File: src/rtl/hib_pkg.sv
// Purpose: constants and types for the host bridge status and programmed write path.
// Assumes: everything runs on the bus clock; the option shares that clock.
// Notes: register offsets are byte addresses on the plain register port.
// Operation
// - interrupt output low when any status bit is also set in the mask.
// - transmit and receive dma failures set bits 31 and 30, zero write clears.
// - table entry loaded at page boundary sets bit 29 (tx) or 27 (rx).
// - page boundary with table pointer zero sets bit 28 (tx) or 26 (rx).
// - word counter reaching zero sets bit 25 (tx) or 24 (rx).
// - bus parity error sets bit 23 until written zero.
// - bits 11 and 10 show transmit fifo empty and not empty.
// - bits 9 and 8 show receive fifo empty and not empty.
// - bits 7:6 show synchronised transmit unpack position.
// - bits 5:4 show synchronised receive pack position.
// - bits 3:0 read the inverted general input pins.
// - receive window read returns next outgoing word without popping.
// - empty receive fifo with partial dma end returns packer word instead.
// - transmit window write enqueues the word into the transmit fifo.
// - option conflict with ready is passed on with bus ready.
// - after select and write, latch address and mask, drive short address.
// - third cycle assert option select and write, drive address or raw word.
// - fourth cycle drive write data when address enable dropped, others held.
// - cycle after option ready assert bus ready, drop option select.
// - one cycle later drop bus ready and conflict; master ends cycle.
// - mask register resets to zero, all sources disabled.
// - parity checking only while the parity enable bit is set.
package hib_pkg;
  localparam int REG_ADDR_W = 8;
  localparam logic [7:0] OFF_INT_STATUS = 8'h00;
  localparam logic [7:0] OFF_INT_MASK = 8'h04;
  localparam logic [7:0] OFF_RX_PEEK = 8'h08;
  localparam logic [7:0] OFF_TX_FILL = 8'h0c;
  localparam logic [7:0] OFF_CONTROL = 8'h10;
  // flag field: bits 31:23 of the status word
  localparam int FLAG_LSB = 23;
  localparam int FLAG_W = 9;
  localparam int BIT_TX_DMA_ERR = 8;
  localparam int BIT_RX_DMA_ERR = 7;
  localparam int BIT_TX_TABLE_LD = 6;
  localparam int BIT_TX_PAGE_NT = 5;
  localparam int BIT_RX_TABLE_LD = 4;
  localparam int BIT_RX_PAGE_NT = 3;
  localparam int BIT_TX_CNT_ZERO = 2;
  localparam int BIT_RX_CNT_ZERO = 1;
  localparam int BIT_PARITY = 0;
  localparam int RSVD_W = 11;
  localparam int POS_W = 2;
  localparam int GPI_W = 4;
  localparam int SYNC_W = 8;
  localparam int CTL_PARITY_EN = 0;
  localparam int CTL_SAME_CLOCK = 1;
  localparam int SHORT_ADDR_W = 20;
  localparam int FULL_ADDR_W = 27;
  localparam int BM_W = 4;
  localparam logic [FLAG_W-1:0] FLAG_RESET = 9'h000;
  localparam logic [31:0] MASK_RESET = 32'h0000_0000;
  localparam logic [31:0] TABLE_PTR_ZERO = 32'h0000_0000;
  typedef enum logic [2:0] {
    PIO_IDLE = 3'h0,
    PIO_ADDR = 3'h1,
    PIO_SEL = 3'h2,
    PIO_DATA = 3'h3,
    PIO_WAIT = 3'h4,
    PIO_DONE = 3'h5,
    PIO_RACK = 3'h6
  } hib_pio_state_type;
endpackage

File: src/rtl/hib_bridge.sv
// Purpose: status/interrupt register, fifo windows and programmed write forwarding.
// Assumes: option and system bus share clk; fifo state comes from same-clock logic.
// Notes: pack positions and input pins come from other timing and are filtered.
`timescale 1ns/100ps

module hib_sync #(
  parameter int W = 8
) (
  input wire logic clk,
  input wire logic rst_n,
  input wire logic clk_en,
  input wire logic [W-1:0] async_in,
  output logic [W-1:0] sync_out
);
  logic [W-1:0] s1_q;
  logic [W-1:0] s2_q;
  logic [W-1:0] s3_q;
  logic [W-1:0] out_q;

  // a bit changes only once stages two and three agree
  always_ff @(posedge clk) begin
    if (!rst_n) begin
      s1_q <= '0;
      s2_q <= '0;
      s3_q <= '0;
      out_q <= '0;
    end else if (clk_en) begin
      s1_q <= async_in;
      s2_q <= s1_q;
      s3_q <= s2_q;
      out_q <= (s2_q & ~(s2_q ^ s3_q)) | (out_q & (s2_q ^ s3_q));
    end
  end

  assign sync_out = out_q;
endmodule

module hib_bridge
  import hib_pkg::*;
(
  input wire logic clk,
  input wire logic rst_n,
  input wire logic clk_en,
  input wire logic [REG_ADDR_W-1:0] reg_addr,
  input wire logic [31:0] reg_wdata,
  input wire logic reg_wr,
  input wire logic reg_rd,
  output logic [31:0] reg_rdata,
  output logic sys_int_n,
  input wire logic tx_dma_fail,
  input wire logic rx_dma_fail,
  input wire logic tx_page_boundary,
  input wire logic rx_page_boundary,
  input wire logic tx_table_entry_load,
  input wire logic rx_table_entry_load,
  input wire logic [31:0] tx_table_pointer,
  input wire logic [31:0] rx_table_pointer,
  input wire logic tx_count_reached_zero,
  input wire logic rx_count_reached_zero,
  input wire logic bus_parity_error,
  input wire logic tx_fifo_empty,
  input wire logic rx_fifo_empty,
  input wire logic [POS_W-1:0] tx_unpack_position,
  input wire logic [POS_W-1:0] rx_pack_position,
  input wire logic [GPI_W-1:0] general_input_pins_n,
  input wire logic [31:0] rx_fifo_head_word,
  input wire logic [31:0] rx_packer_word,
  input wire logic rx_partial_word,
  output logic tx_fifo_push,
  output logic [31:0] tx_fifo_push_data,
  input wire logic sys_sel_n,
  input wire logic sys_write_n,
  input wire logic [31:0] sys_ad_in,
  input wire logic [BM_W-1:0] sys_byte_mask_n,
  output logic [31:0] sys_ad_out,
  output logic sys_ad_oe,
  output logic sys_ready_n,
  output logic sys_conflict_n,
  input wire logic option_same_clock,
  output logic option_select_n,
  output logic option_write_n,
  input wire logic option_ready_n,
  input wire logic option_conflict_n,
  output logic [SHORT_ADDR_W-1:0] option_short_address,
  output logic [BM_W-1:0] option_byte_mask_n,
  output logic [31:0] option_muxed_bus_out,
  output logic option_muxed_bus_oe,
  input wire logic [31:0] option_muxed_bus_in,
  input wire logic option_address_enable_n,
  input wire logic option_io_enable_n,
  input wire logic option_bus_drive_enable_n
);
  logic [FLAG_W-1:0] flag_q;
  logic [FLAG_W-1:0] flag_d;
  logic [FLAG_W-1:0] flag_set;
  logic [31:0] mask_q;
  logic parity_check_enable_q;
  logic [31:0] status_word;
  logic [31:0] peek_word;
  logic [31:0] read_mux;
  logic [31:0] rdata_q;
  logic int_n_q;
  logic push_q;
  logic [31:0] push_data_q;
  logic [SYNC_W-1:0] sync_raw;
  logic [SYNC_W-1:0] sync_val;
  logic [POS_W-1:0] tx_unpack_position_sync;
  logic [POS_W-1:0] rx_pack_position_sync;
  logic [GPI_W-1:0] gpi_sync_n;
  logic wr_status;
  hib_pio_state_type state_q;
  hib_pio_state_type state_d;
  logic [31:0] addr_q;
  logic [BM_W-1:0] bm_q;
  logic [31:0] wdata_q;
  logic conflict_q;
  logic addr_phase_ok;
  logic data_phase_ok;

  // positions and pins are filtered; the positions are only trustworthy while the
  // matching fifo side is idle, software has to respect that
  assign sync_raw = {tx_unpack_position, rx_pack_position, general_input_pins_n};

  hib_sync #(.W(SYNC_W)) u_sync (
    .clk(clk),
    .rst_n(rst_n),
    .clk_en(clk_en),
    .async_in(sync_raw),
    .sync_out(sync_val)
  );

  assign tx_unpack_position_sync = sync_val[GPI_W+POS_W +: POS_W];
  assign rx_pack_position_sync = sync_val[GPI_W +: POS_W];
  assign gpi_sync_n = sync_val[GPI_W-1:0];

  // event sources for the sticky flags
  always_comb begin
    flag_set = '0;
    flag_set[BIT_TX_DMA_ERR] = tx_dma_fail;
    flag_set[BIT_RX_DMA_ERR] = rx_dma_fail;
    flag_set[BIT_TX_TABLE_LD] = tx_page_boundary && tx_table_entry_load;
    flag_set[BIT_RX_TABLE_LD] = rx_page_boundary && rx_table_entry_load;
    flag_set[BIT_TX_PAGE_NT] = tx_page_boundary && (tx_table_pointer == TABLE_PTR_ZERO);
    flag_set[BIT_RX_PAGE_NT] = rx_page_boundary && (rx_table_pointer == TABLE_PTR_ZERO);
    flag_set[BIT_TX_CNT_ZERO] = tx_count_reached_zero;
    flag_set[BIT_RX_CNT_ZERO] = rx_count_reached_zero;
    flag_set[BIT_PARITY] = bus_parity_error && parity_check_enable_q;
  end

  assign wr_status = reg_wr && (reg_addr == OFF_INT_STATUS);

  // a zero clears, a one is ignored, and a new event beats a same-cycle clear
  always_comb begin
    flag_d = flag_q;
    if (wr_status) begin
      flag_d = flag_q & reg_wdata[FLAG_LSB +: FLAG_W];
    end
    flag_d = flag_d | flag_set;
  end

  always_ff @(posedge clk) begin
    if (!rst_n) begin
      flag_q <= FLAG_RESET;
    end else if (clk_en) begin
      flag_q <= flag_d;
    end
  end

  always_ff @(posedge clk) begin
    if (!rst_n) begin
      mask_q <= MASK_RESET;
      parity_check_enable_q <= 1'b0;
    end else if (clk_en && reg_wr) begin
      if (reg_addr == OFF_INT_MASK) begin
        mask_q <= reg_wdata;
      end
      if (reg_addr == OFF_CONTROL) begin
        parity_check_enable_q <= reg_wdata[CTL_PARITY_EN];
      end
    end
  end

  // read-only fields come from live fifo state and the filtered positions and pins; writes never reach them
  assign status_word = {flag_q,
                        {RSVD_W{1'b0}},
                        tx_fifo_empty, !tx_fifo_empty,
                        rx_fifo_empty, !rx_fifo_empty,
                        tx_unpack_position_sync,
                        rx_pack_position_sync,
                        ~gpi_sync_n};

  // peek never pops; a partial packer word stands in for an empty fifo
  assign peek_word = (rx_fifo_empty && rx_partial_word) ? rx_packer_word
                                                        : rx_fifo_head_word;

  always_comb begin
    read_mux = 32'h0000_0000;
    unique case (reg_addr)
      OFF_INT_STATUS: read_mux = status_word;
      OFF_INT_MASK: read_mux = mask_q;
      OFF_RX_PEEK: read_mux = peek_word;
      OFF_CONTROL: begin
        read_mux[CTL_PARITY_EN] = parity_check_enable_q;
        read_mux[CTL_SAME_CLOCK] = option_same_clock;
      end
      default: read_mux = 32'h0000_0000;
    endcase
  end

  always_ff @(posedge clk) begin
    if (!rst_n) begin
      rdata_q <= 32'h0000_0000;
    end else if (clk_en) begin
      rdata_q <= reg_rd ? read_mux : 32'h0000_0000;
    end
  end

  assign reg_rdata = rdata_q;

  always_ff @(posedge clk) begin
    if (!rst_n) begin
      int_n_q <= 1'b1;
    end else if (clk_en) begin
      int_n_q <= ~|(status_word & mask_q);
    end
  end

  assign sys_int_n = int_n_q;

  always_ff @(posedge clk) begin
    if (!rst_n) begin
      push_q <= 1'b0;
      push_data_q <= 32'h0000_0000;
    end else if (clk_en) begin
      push_q <= reg_wr && (reg_addr == OFF_TX_FILL);
      if (reg_wr && (reg_addr == OFF_TX_FILL)) begin
        push_data_q <= reg_wdata;
      end
    end
  end

  assign tx_fifo_push = push_q;
  assign tx_fifo_push_data = push_data_q;

  // programmed write forwarding; reads are answered at once with zero data
  always_comb begin
    state_d = state_q;
    unique case (state_q)
      PIO_IDLE: begin
        if (!sys_sel_n) begin
          state_d = sys_write_n ? PIO_RACK : PIO_ADDR;
        end
      end
      PIO_ADDR: state_d = PIO_SEL;
      PIO_SEL: state_d = PIO_DATA;
      PIO_DATA: state_d = option_ready_n ? PIO_WAIT : PIO_DONE;
      PIO_WAIT: begin
        if (!option_ready_n) begin
          state_d = PIO_DONE;
        end
      end
      PIO_DONE: state_d = PIO_IDLE;
      PIO_RACK: state_d = PIO_IDLE;
      default: state_d = PIO_IDLE;
    endcase
  end

  always_ff @(posedge clk) begin
    if (!rst_n) begin
      state_q <= PIO_IDLE;
    end else if (clk_en) begin
      state_q <= state_d;
    end
  end

  always_ff @(posedge clk) begin
    if (!rst_n) begin
      addr_q <= 32'h0000_0000;
      bm_q <= '1;
      wdata_q <= 32'h0000_0000;
    end else if (clk_en) begin
      if (state_q == PIO_IDLE && !sys_sel_n && !sys_write_n) begin
        addr_q <= sys_ad_in;
        bm_q <= sys_byte_mask_n;
      end
      if (state_q == PIO_ADDR) begin
        wdata_q <= sys_ad_in;
      end
    end
  end

  always_ff @(posedge clk) begin
    if (!rst_n) begin
      conflict_q <= 1'b0;
    end else if (clk_en) begin
      if ((state_q == PIO_DATA || state_q == PIO_WAIT) && !option_ready_n) begin
        conflict_q <= !option_conflict_n;
      end else if (state_q == PIO_DONE) begin
        conflict_q <= 1'b0;
      end
    end
  end

  assign option_short_address = addr_q[SHORT_ADDR_W-1:0];
  assign option_byte_mask_n = bm_q;
  assign addr_phase_ok = !option_address_enable_n && !option_io_enable_n && !option_bus_drive_enable_n;
  assign data_phase_ok = option_address_enable_n && !option_io_enable_n && !option_bus_drive_enable_n;

  always_comb begin
    option_muxed_bus_out = 32'h0000_0000;
    option_muxed_bus_oe = 1'b0;
    if (state_q == PIO_SEL) begin
      option_muxed_bus_oe = 1'b1;
      option_muxed_bus_out = addr_phase_ok ? {{(32-FULL_ADDR_W){1'b0}}, addr_q[FULL_ADDR_W-1:0]}
                                           : addr_q;
    end else if ((state_q == PIO_DATA || state_q == PIO_WAIT) && data_phase_ok) begin
      option_muxed_bus_oe = 1'b1;
      option_muxed_bus_out = wdata_q;
    end
  end

  // select ends in the ready cycle, so the option sees exactly one ready handshake
  assign option_select_n = !(state_q == PIO_SEL || state_q == PIO_DATA || state_q == PIO_WAIT);
  assign option_write_n = option_select_n;
  assign sys_ready_n = !(state_q == PIO_DONE || state_q == PIO_RACK);
  assign sys_conflict_n = !(state_q == PIO_DONE && conflict_q);
  assign sys_ad_out = 32'h0000_0000;
  assign sys_ad_oe = (state_q == PIO_RACK);
endmodule

File: config.mk
export PLATFORM = sky130hd
export DESIGN_NAME = hib_bridge
export DESIGN_NICKNAME = d
export VERILOG_FILES = /design/src/rtl/hib_pkg.sv /design/src/rtl/hib_bridge.sv
export SDC_FILE = /design/constraint.sdc
export NUM_CORES = 1
export LEC_CHECK = 0
export BUFFER_PORTS_ARGS = -buffer_cell sky130_fd_sc_hd__buf_2
export CAP_MARGIN = 5
export CORE_AREA = 2 2 167 169
export CTS_CLUSTER_DIAMETER = 40
export CTS_CLUSTER_SIZE = 25
export DETAILED_ROUTE_END_ITERATION = 12
export DIE_AREA = 0 0 169 171
export GPL_TIMING_DRIVEN = 0
export PLACE_DENSITY = 0.64
export SYNTH_ARGS = -nofsm -noshare
export SYNTH_HDL_FRONTEND = slang
export SYNTH_HIERARCHICAL = 1
export SYNTH_SLANG_ARGS = --single-unit
export TNS_END_PERCENT = 1
File: constraint.sdc
create_clock -name clk -period 2 [get_ports clk]
set_input_delay 0.3 -clock clk [delete_from_list [all_inputs] [get_ports clk]]
set_output_delay 0.3 -clock clk [all_outputs]
set_load 0.02 [all_outputs]
==> results of run 1 <==
==> sequential cells by signal, indices dropped and copies added, names as in the netlist, 3 cells and up, named ones only <==
signal / flops
u_sync/s2_q: 8
flag_q: 9
u_sync/s1_q: 8
reg_rdata: 32
state_q: 3
wdata_q: 32
addr_q: 32
tx_fifo_push_data: 32
u_sync/s3_q: 8
option_byte_mask_n: 4
mask_q: 32
==> final timing paths <==
path                            slack (ns)                                from                                  to  cells past startpoint
worst max-delay path                 -0.28             state_q[0]$_SDFFE_PN0P_            option_muxed_bus_out[21]                      8
worst min-delay path                  0.02                  sys_byte_mask_n[1]  option_byte_mask_n[1]$_SDFFE_PN1P_                      3
worst max register to register        0.05             state_q[1]$_SDFFE_PN0P_              addr_q[8]$_SDFFE_PN0P_                      6
worst min register to register        0.45  tx_fifo_push_data[14]$_SDFFE_PN0P_  tx_fifo_push_data[14]$_SDFFE_PN0P_                      2
==> where the power goes <==
group	internal, uW	total, uW	switching (uW)
logic	633	1410	779
clock network	4450	6730	2280
registers	4310	4370	61.0
==> synthesized netlist by cell type (all sizes together) (8+ instances only) <==
cell type  count  area share
a21boi       135        0.10
a21oi         44       0.022
a221o         17       0.017
a22o          15       0.013
a22oi          8      0.0059
a311oi        15       0.013
buf           89       0.063
clkbuf        53       0.020
dfxtp        212        0.42
inv           16      0.0062
mux2i         41       0.041
nand2        370        0.14
nand3         24       0.012
nand4          8      0.0050
nor2          59       0.022
nor2b         17       0.016
nor4          20       0.016
o21ai         26       0.013
o32ai          8       0.013
==> cell usage in the layout, fill, tap and decap left out, types with 9 or more instances in the layout <==
cell type and instances:
nand2_1 369, a21oi_2 20, dfxtp_1 209, a21boi_1 73, buf_4 91, a221o_1 17
mux2i_1 41, buf_2 350, nor2_1 56, clkbuf_1 47, o21ai_0 25, clkbuf_16 42
a21boi_0 61, nor4_1 17, buf_6 20, nand3_1 23, a22o_1 15, inv_1 15
nor2b_1 9, a21oi_1 20, conb_1 32, a311oi_1 15
==> logic make-up after synthesis <==
group / synth area share
AND/OR/NAND/NOR: 0.232
AO/OA/AOI/OAI: 0.217
buffers and inverters: 0.0885
other: 0.000371
flip-flops: 0.420
multiplexers: 0.0428
==> metrics by stage <==
| stage | util | std cells | hold slack, ns | power, uW | setup WS, ns |
|---|---|---|---|---|---|
| after floorplan | - | 1266 | 0.399 | 5140 | -0.0260 |
| after global placement | 0.456 | 1973 | 0.436 | 5650 | -0.628 |
| after detailed placement | 0.456 | 1973 | 0.442 | 5660 | -0.606 |
| after CTS | 0.524 | 2056 | 0.00464 | 12600 | -0.295 |
| after global routing | 0.528 | 2060 | 0.0144 | 12900 | -0.368 |
| final | 0.529 | 2062 | 0.0184 | 12500 | -0.285 |
==> layer usage <==
layer,vias up,part of all wire,GRT usage
met5,-,0.00050,0
met2,371,0.48,0.420
li1,5072,-,-
met1,4862,0.42,0.300
met4,4,0.023,0.0680
met3,63,0.071,0.0548
==> tightest hold or removal path, cell delays in order <==
cell	delay, ns
buf_2	0.07
nand2_1	0.04
nand3_1	0.06
==> what timing repair did <==
action	4_1_cts	5_1_grt
gates cloned	3	0
hold buffers	1	0
resized for setup	102	37
endpoints found under the hold margin	1	0
pin swaps	3	3
setup endpoints to repair	55	93
setup buffers	11	3
==> layout make-up <==
class / count / area (sq um)
Tap cell: 346 / 433
Sequential cell: 212 / 4260
Inverter: 16 / 62.6
Clock inverter: 23 / 317
Timing Repair Buffer: 379 / 2090
Multi-Input combinational cell: 896 / 5290
Antenna cell: 3 / 7.51
Fill cell: 2646 / 12900
Clock buffer: 45 / 1020
Buffer: 142 / 968
==> results.txt, run 1 <==
DR DRC count: 0
Synth Area per Inst: 8.18 sq um
RSZ-0062 raised after global routing: true
Req. time, crit path: 1.70 ns
Root Driver: clkbuf_16
HP Class: in -> reg
Syn Inst Count: 1235
die height: 171 um
H-tree depth: 2
vias in the first global route: 9870
DR iter-0 viols: 663
TNS Setup: -8.54 ns
PwrDens: 867 nW/um^2
slew at the pin closest to its max-slew limit: 0.772 ns
Yosys reg bits: 212
Buffers on Ports: 361
CTS Buf Count: 37
FP Rows: 61
number of flops mapped to enable cells by yosys: 0
slowest CP cell: dfxtp_4
Final WS setup: -0.285 ns
DR WL/cell: 17.5 um
final-report hold violation count: 0
Die Span X: 169 um
sum of buffers and inverters on the critical path: 5
GRT Total Usage: 0.242
first-pass GRT wire length: 54.8 mm
die area: 28900 sq um
top cell family by delay on the critical path: buffers and inverters
Area after DPL: 12500 sq um
register area share after synthesis: 0.420
Fmax achieved: 0.438 GHz
clk_lat worst skew: 0.50 ns
area grow syn2layout: 42.9%
minimum clock period: 2.28 ns
Peak VDD IR: 0.000761 V
largest buffer count on any clock path: 3
Max-cap violations: 0
final wirelength: 36.0 mm
crit path launch type: register
routed vias/inst: 5.03
crit path max fanout: 7
Placer Congestion: 0.864
vias: 10.4k
Initial DRT Pass Iterations: 5
Final ANT Viol Nets: 0
skew final: 0.0145 ns
ys flop type: dfxtp_1
clk slew on worst S/H paths: 0.04 ns
crit path kind: reg -> out
largest net degree at the start of global routing: 13
post-synthesis cell type count: 61
initial cell density of the core: 0.370
status: complete, but fails checks
fin crit share: 1.14
DP HPWL: 27.6 mm
io pins: 429
initial antenna violation count: 5
Arr. time, crit path: 1.98 ns
Slew HR: 0.485
Final Max Tran Viols: 0
critical-path cell list: buf_8 > nor3b_4 > buf_6 > a31oi_4 > buf_12 > clkbuf_16 > a21oi_2 > buf_4
failing checks: negative setup slack
slowest stage delay, CP: 0.35 ns
clk sinks: 212
Post-synth ARST share: 0
CORE AREA: 27300 sq um
layout cells sized above 1: 0.354
final setup fails: 34
Design Area, Final: 14400 sq um
CTS tree: built
Crit. End Element: output port
GR Overflow Total: 0
warnings from Yosys: 6
Final Net Count: 1953
Syn Std Cell Area: 10100 sq um
LEAKAGE: 0.00623 uW
No activity file was read; power rests on OpenSTA's default activity.
==> inputs of run 2 (changes only) <==
--- a/config.mk
+++ b/config.mk
@@ -12,7 +12,7 @@
 export CTS_CLUSTER_SIZE = 25
 export DETAILED_ROUTE_END_ITERATION = 12
 export DIE_AREA = 0 0 169 171
-export GPL_TIMING_DRIVEN = 0
+export GPL_TIMING_DRIVEN = 1
 export PLACE_DENSITY = 0.64
 export SYNTH_ARGS = -nofsm -noshare
 export SYNTH_HDL_FRONTEND = slang
==> run 2 against run 1 <==
Compared with the run above: the run still ends with negative setup slack left; final area down 5.2%; combinational power shrank 14%; clock skew grew 0.013 ns; sequential power about the same; non-clock buffer count down 110; cell count fell by 5.5%; critical endpoint unchanged; largest power group unchanged.
==> results.txt, run 2 (synthesized netlist as in run 1, its figures left out) <==
CTS Buf Count: 37
LEAKAGE: 0.00585 uW
Switch Pwr: 3010 uW
PwrDens: 912 nW/um^2
Total Power: 12500 uW
final-report hold violation count: 0
clk_lat worst skew: 0.51 ns
placed insts: 1878
DR iter-0 viols: 596
routed vias/inst: 5.09
GRT Total Usage: 0.219
io pins: 429
status: complete, but fails checks
Final ANT Viol Nets: 0
most frequent cells in the layout: nand2_1 (369), buf_2 (344), dfxtp_1 (209)
Clk pwr share: 0.553
Fmax achieved: 0.459 GHz
FP Rows: 61
GR Overflow Total: 0
crit path kind: reg -> out
Placer Congestion: 0.870
DR WL/cell: 17.0 um
Max-cap violations: 0
final setup fails: 33
DR DRC count: 0
Crit. End Element: output port
first-pass GRT wire length: 50.5 mm
initial antenna violation count: 4
vias: 9914
fillcell total: 2619
P_int: 9470 uW
fin crit share: 1.09
Initial DRT Pass Iterations: 5
H-tree depth: 2
final wirelength: 33.2 mm
Slew HR: 0.412
Die Span X: 169 um
die height: 171 um
vias in the first global route: 9398
initial cell density of the core: 0.370
minimum clock period: 2.18 ns
clk slew on worst S/H paths: 0.05 ns
crit path launch type: register
sequential share of power: 0.351
Sw Ratio: 0.241
Comb pwr share: 0.097
CTS tree: built
area grow syn2layout: 35.4%
failing checks: negative setup slack
Final Net Count: 1843
CORE AREA: 27300 sq um
HP Class: in -> reg
crit path max fanout: 12
Arr. time, crit path: 1.88 ns
Final Max Tran Viols: 0
Final WS setup: -0.177 ns
clk sinks: 212
layout cells sized above 1: 0.326
Req. time, crit path: 1.70 ns
DP HPWL: 23.6 mm
slew at the pin closest to its max-slew limit: 0.878 ns
Root Driver: clkbuf_16
Peak VDD IR: 0.000660 V
non-filler instance count after layout: 1948
RSZ-0062 raised after global routing: true
largest net degree at the start of global routing: 72
largest buffer count on any clock path: 3
Buffers on Ports: 364
die area: 28900 sq um
Hold WS: 0.0209 ns
commonest non-fill, non-tap cell in the layout: nand2_1
post-place setup slack: 0.0143 ns
skew final: 0.0273 ns
[run 2: timing repair]
| item | 4_1_cts | 5_1_grt |
|---|---|---|
| hold buffers | 0 | 0 |
| gates cloned | 1 | 0 |
| buffers inserted | 2 | 0 |
| endpoints found under the setup margin | 35 | 35 |
| resized for setup | 28 | 25 |
| pin swaps | 1 | 1 |
[run 2: layer usage]
layer  global-route usage  up-vias  wire, um
met5                    0        -        29
met4               0.0687        4       808
met3               0.0537       59      2590
met2                0.369      388     15600
met1                0.277     4629     14200
li1                     -     4834         -
[run 2: critical path: stages, from the launching register on]
cell	delay [ns]
dfxtp_4	0.40
nor3b_4	0.29
buf_4	0.17
a31oi_4	0.04
buf_8	0.17
a21oi_1	0.15
buf_4	0.17
[run 2: path summary, 6_finish.rpt]
kind	cells after the start	to	startpoint	slack, ns
min	3	flag_q[4]$_SDFFE_PN0P_	rx_table_entry_load	0.02
max reg2reg	5	option_byte_mask_n[1]$_SDFFE_PN1P_	state_q[1]$_SDFFE_PN0P_	0.22
min reg2reg	2	tx_fifo_push_data[21]$_SDFFE_PN0P_	tx_fifo_push_data[21]$_SDFFE_PN0P_	0.45
max	6	option_muxed_bus_out[21]	state_q[1]$_SDFFE_PN0P_	-0.18
[run 2: per-stage QoR]
step	util	TNS (ns)	instance area, sq um
after floorplan	-	-0.467	10200
after detailed placement	0.443	0	12100
after global routing	0.501	-8.14	13700
after global placement	0.443	0	12100
after CTS	0.498	-6.48	13600
final	0.501	-5.25	13700
[run 2: power by group through the flow]
| stage | clock [uW] | combinational, uW | sequential [uW] |
|---|---|---|---|
| 6_report | 6900 | 1210 | 4380 |
| 2_1_floorplan | 0 | 686 | 4450 |
| 3_3_place_gp | 0 | 1120 | 4460 |
| 4_1_cts | 7030 | 1190 | 4380 |
| 5_1_grt | 7230 | 1310 | 4380 |
| 3_5_place_dp | 0 | 1140 | 4460 |
[run 2: layout make-up]
class	instances	area, sq um	share of cell area
clock buffers	43	1000	0.0730
diodes	2	5.00	0.000366
clock inverters	22	363	0.0265
flip-flops and latches	212	4250	0.311
well taps	346	433	0.0316
inverters	16	62.6	0.00457
multi-input cells	896	5190	0.379
repair buffers	411	2390	0.174
==> inputs of run 3 (changes only) <==
--- a/config.mk
+++ b/config.mk
@@ -8,12 +8,13 @@
 export BUFFER_PORTS_ARGS = -buffer_cell sky130_fd_sc_hd__buf_2
 export CAP_MARGIN = 5
 export CORE_AREA = 2 2 167 169
-export CTS_CLUSTER_DIAMETER = 40
+export CTS_CLUSTER_DIAMETER = 150
 export CTS_CLUSTER_SIZE = 25
 export DETAILED_ROUTE_END_ITERATION = 12
 export DIE_AREA = 0 0 169 171
 export GPL_TIMING_DRIVEN = 1
 export PLACE_DENSITY = 0.64
+export RECOVER_POWER = 25
 export SYNTH_ARGS = -nofsm -noshare
 export SYNTH_HDL_FRONTEND = slang
 export SYNTH_HIERARCHICAL = 1
==> run 3 against run 2 <==
Compared with the run above: the run still ends with negative setup slack left; maximum frequency is 3.8% lower; die area unchanged; count of clock-buffer cells in the layout down 31; final area decreased by 5.3%; cell count decreased by 2.2%; via count fell by 0.84%; worst setup slack got worse by 0.086 ns; sequential cell count did not move; non-clock buffer count increased by 9.
==> results.txt, run 3 (synthesized netlist as in run 1, its figures left out) <==
crit path launch: state_q[0]$_SDFFE_PN0P_
failing checks: negative setup slack
Die Span X: 169 um
sequential share of power: 0.529
layout cells sized above 1: 0.313
Arr. time, crit path: 1.96 ns
clk slew on worst S/H paths: 0.11 ns
LEAKAGE: 0.00535 uW
crit path max fanout: 6
Peak VDD IR: 0.000485 V
DR WL/cell: 17.4 um
slew at the pin closest to its max-slew limit: 1.27 ns
Max-cap violations: 0
PwrDens: 635 nW/um^2
R2R Setup Slk: 0.08 ns
Final Max Tran Viols: 0
most frequent CP cell: buf_4
Clk pwr share: 0.315
slowest stage delay, CP: 0.38 ns
status: complete, but fails checks
worst r2r src: state_q[1]$_SDFFE_PN0P_
Root Driver: clkbuf_16
CTS Buf Count: 12
critical-path cell list: nor3b_4 > buf_4 > a31oi_4 > buf_6 > buf_8 > a21oi_1 > buf_4
RSZ-0062 raised after global routing: true
die area: 28900 sq um
routed vias/inst: 5.16
vias in the first global route: 9144
Fmax achieved: 0.442 GHz
fillcell total: 2695
final wirelength: 33.1 mm
io pins: 429
crit path kind: reg -> out
TNS Setup: -8.30 ns
Final ANT Viol Nets: 0
reg2reg path depth: 6
FP Rows: 61
fin crit share: 1.13
GR Overflow Total: 0
clk sinks: 212
Hold WS: 0.0297 ns
most frequent cells in the layout: nand2_1 (369), buf_2 (315), dfxtp_1 (209)
Comb pwr share: 0.155
Total Power: 8240 uW
Switch Pwr: 2280 uW
clk_lat worst skew: 0.49 ns
Final WS setup: -0.263 ns
initial cell density of the core: 0.370
Req. time, crit path: 1.70 ns
die height: 171 um
final-report hold violation count: 0
minimum clock period: 2.26 ns
DP HPWL: 23.6 mm
initial antenna violation count: 5
largest net degree at the start of global routing: 72
DR iter-0 viols: 616
Slew HR: 0.148
CORE AREA: 27300 sq um
skew final: 0.0202 ns
crit path launch type: register
Initial DRT Pass Iterations: 5
Min-Delay Endpoint: option_byte_mask_n[0]$_SDFFE_PN1P_
vias: 9831
Sw Ratio: 0.277
commonest non-fill, non-tap cell in the layout: nand2_1
Placer Congestion: 0.870
Hold Startpoint: sys_byte_mask_n[0]
Buffers on Ports: 364
Crit. End Element: output port
DR DRC count: 0
Final Net Count: 1827
Hold Path Cell Cnt: 3
RR Endpoint: option_byte_mask_n[1]$_SDFFE_PN1P_
HP Class: in -> reg
P_int: 5960 uW
area grow syn2layout: 28.3%
H-tree depth: 1
first-pass GRT wire length: 49.8 mm
CTS tree: built
largest buffer count on any clock path: 3
slowest CP cell: dfxtp_4
GRT Total Usage: 0.216
final setup fails: 43
run 3: changes by cell type in the layout (fill, tap and decap cells not counted), moves of 4 or more:
| cell | delta |
|---|---|
| clkbuf_16 | -26 |
| bufinv_16 | -8 |
| buf_4 | -4 |
| inv_6 | -6 |
| clkbuf_1 | +16 |
| a21oi_2 | +11 |
| buf_6 | +19 |
| a21oi_4 | +7 |
| buf_2 | -29 |
| a21oi_1 | -18 |
| clkinvlp_4 | -5 |
| nor2_1 | -5 |
run 3: what timing repair did:
item / in CTS / in global routing
cloned: 4 / 0
pin swaps: 2 / 3
hold endpoints to repair: 1 / 0
buffers inserted: 7 / 0
gates resized for setup: 90 / 39
setup endpoints to repair: 35 / 37
hold buffers: 1 / 0
run 3: final cells by class:
| cell class | count | area, sq um | share of cell area |
|---|---|---|---|
| multi-input combinational | 896 | 5330 | 0.411 |
| sequential | 212 | 4260 | 0.328 |
| timing repair buffer | 420 | 2550 | 0.196 |
| tap | 346 | 433 | 0.0334 |
| clock buffer | 12 | 300 | 0.0232 |
| inverter | 16 | 61.3 | 0.00473 |
| clock inverter | 2 | 32.5 | 0.00251 |
| antenna | 2 | 5.00 | 0.000386 |
run 3: how the worst max path moves through the flow:
stage	endpoint	slack, ns
detailed placement	tx_fifo_push_data[0]$_SDFFE_PN0P_	0.01
global placement	tx_fifo_push_data[1]$_SDFFE_PN0P_	0.03
global route	option_muxed_bus_out[22]	-0.33
finish	option_muxed_bus_out[17]	-0.26
CTS	option_muxed_bus_out[17]	-0.23
floorplan	option_muxed_bus_out[19]	-0.03
run 3: critical path, delay by kind of cell (launching register included):
family,cells,cell delay [ns]
flip-flops,1,0.38
AO/OA/AOI/OAI,2,0.17
AND/OR/NAND/NOR,1,0.30
buffers and inverters,4,0.63
run 3: metal layers:
layer,global-route usage,vias up,share of wire
li1,-,4769,-
met1,0.281,4658,0.44
met2,0.370,357,0.48
met3,0.0402,41,0.062
met4,0.0543,6,0.020
met5,0,-,0.0012
run 3: power by group through the flow:
stage,Sequential [uW],Clock (uW),Combinational [uW]
detailed placement,4460,0,1140
floorplan,4450,0,686
global route,4370,2810,1390
CTS,4360,2700,1260
global placement,4460,0,1120
finish,4360,2600,1280
run 3: through the flow:
step           worst slack [ns]  utilization  instance area (sq um)  instances
5_1_grt                  -0.326        0.474                  13000       1904
3_5_place_dp             0.0143        0.443                  12100       1878
3_3_place_gp             0.0347        0.443                  12100       1878
6_report                 -0.263        0.475                  13000       1906
2_1_floorplan           -0.0260            -                  10200       1266
4_1_cts                  -0.232        0.470                  12800       1904
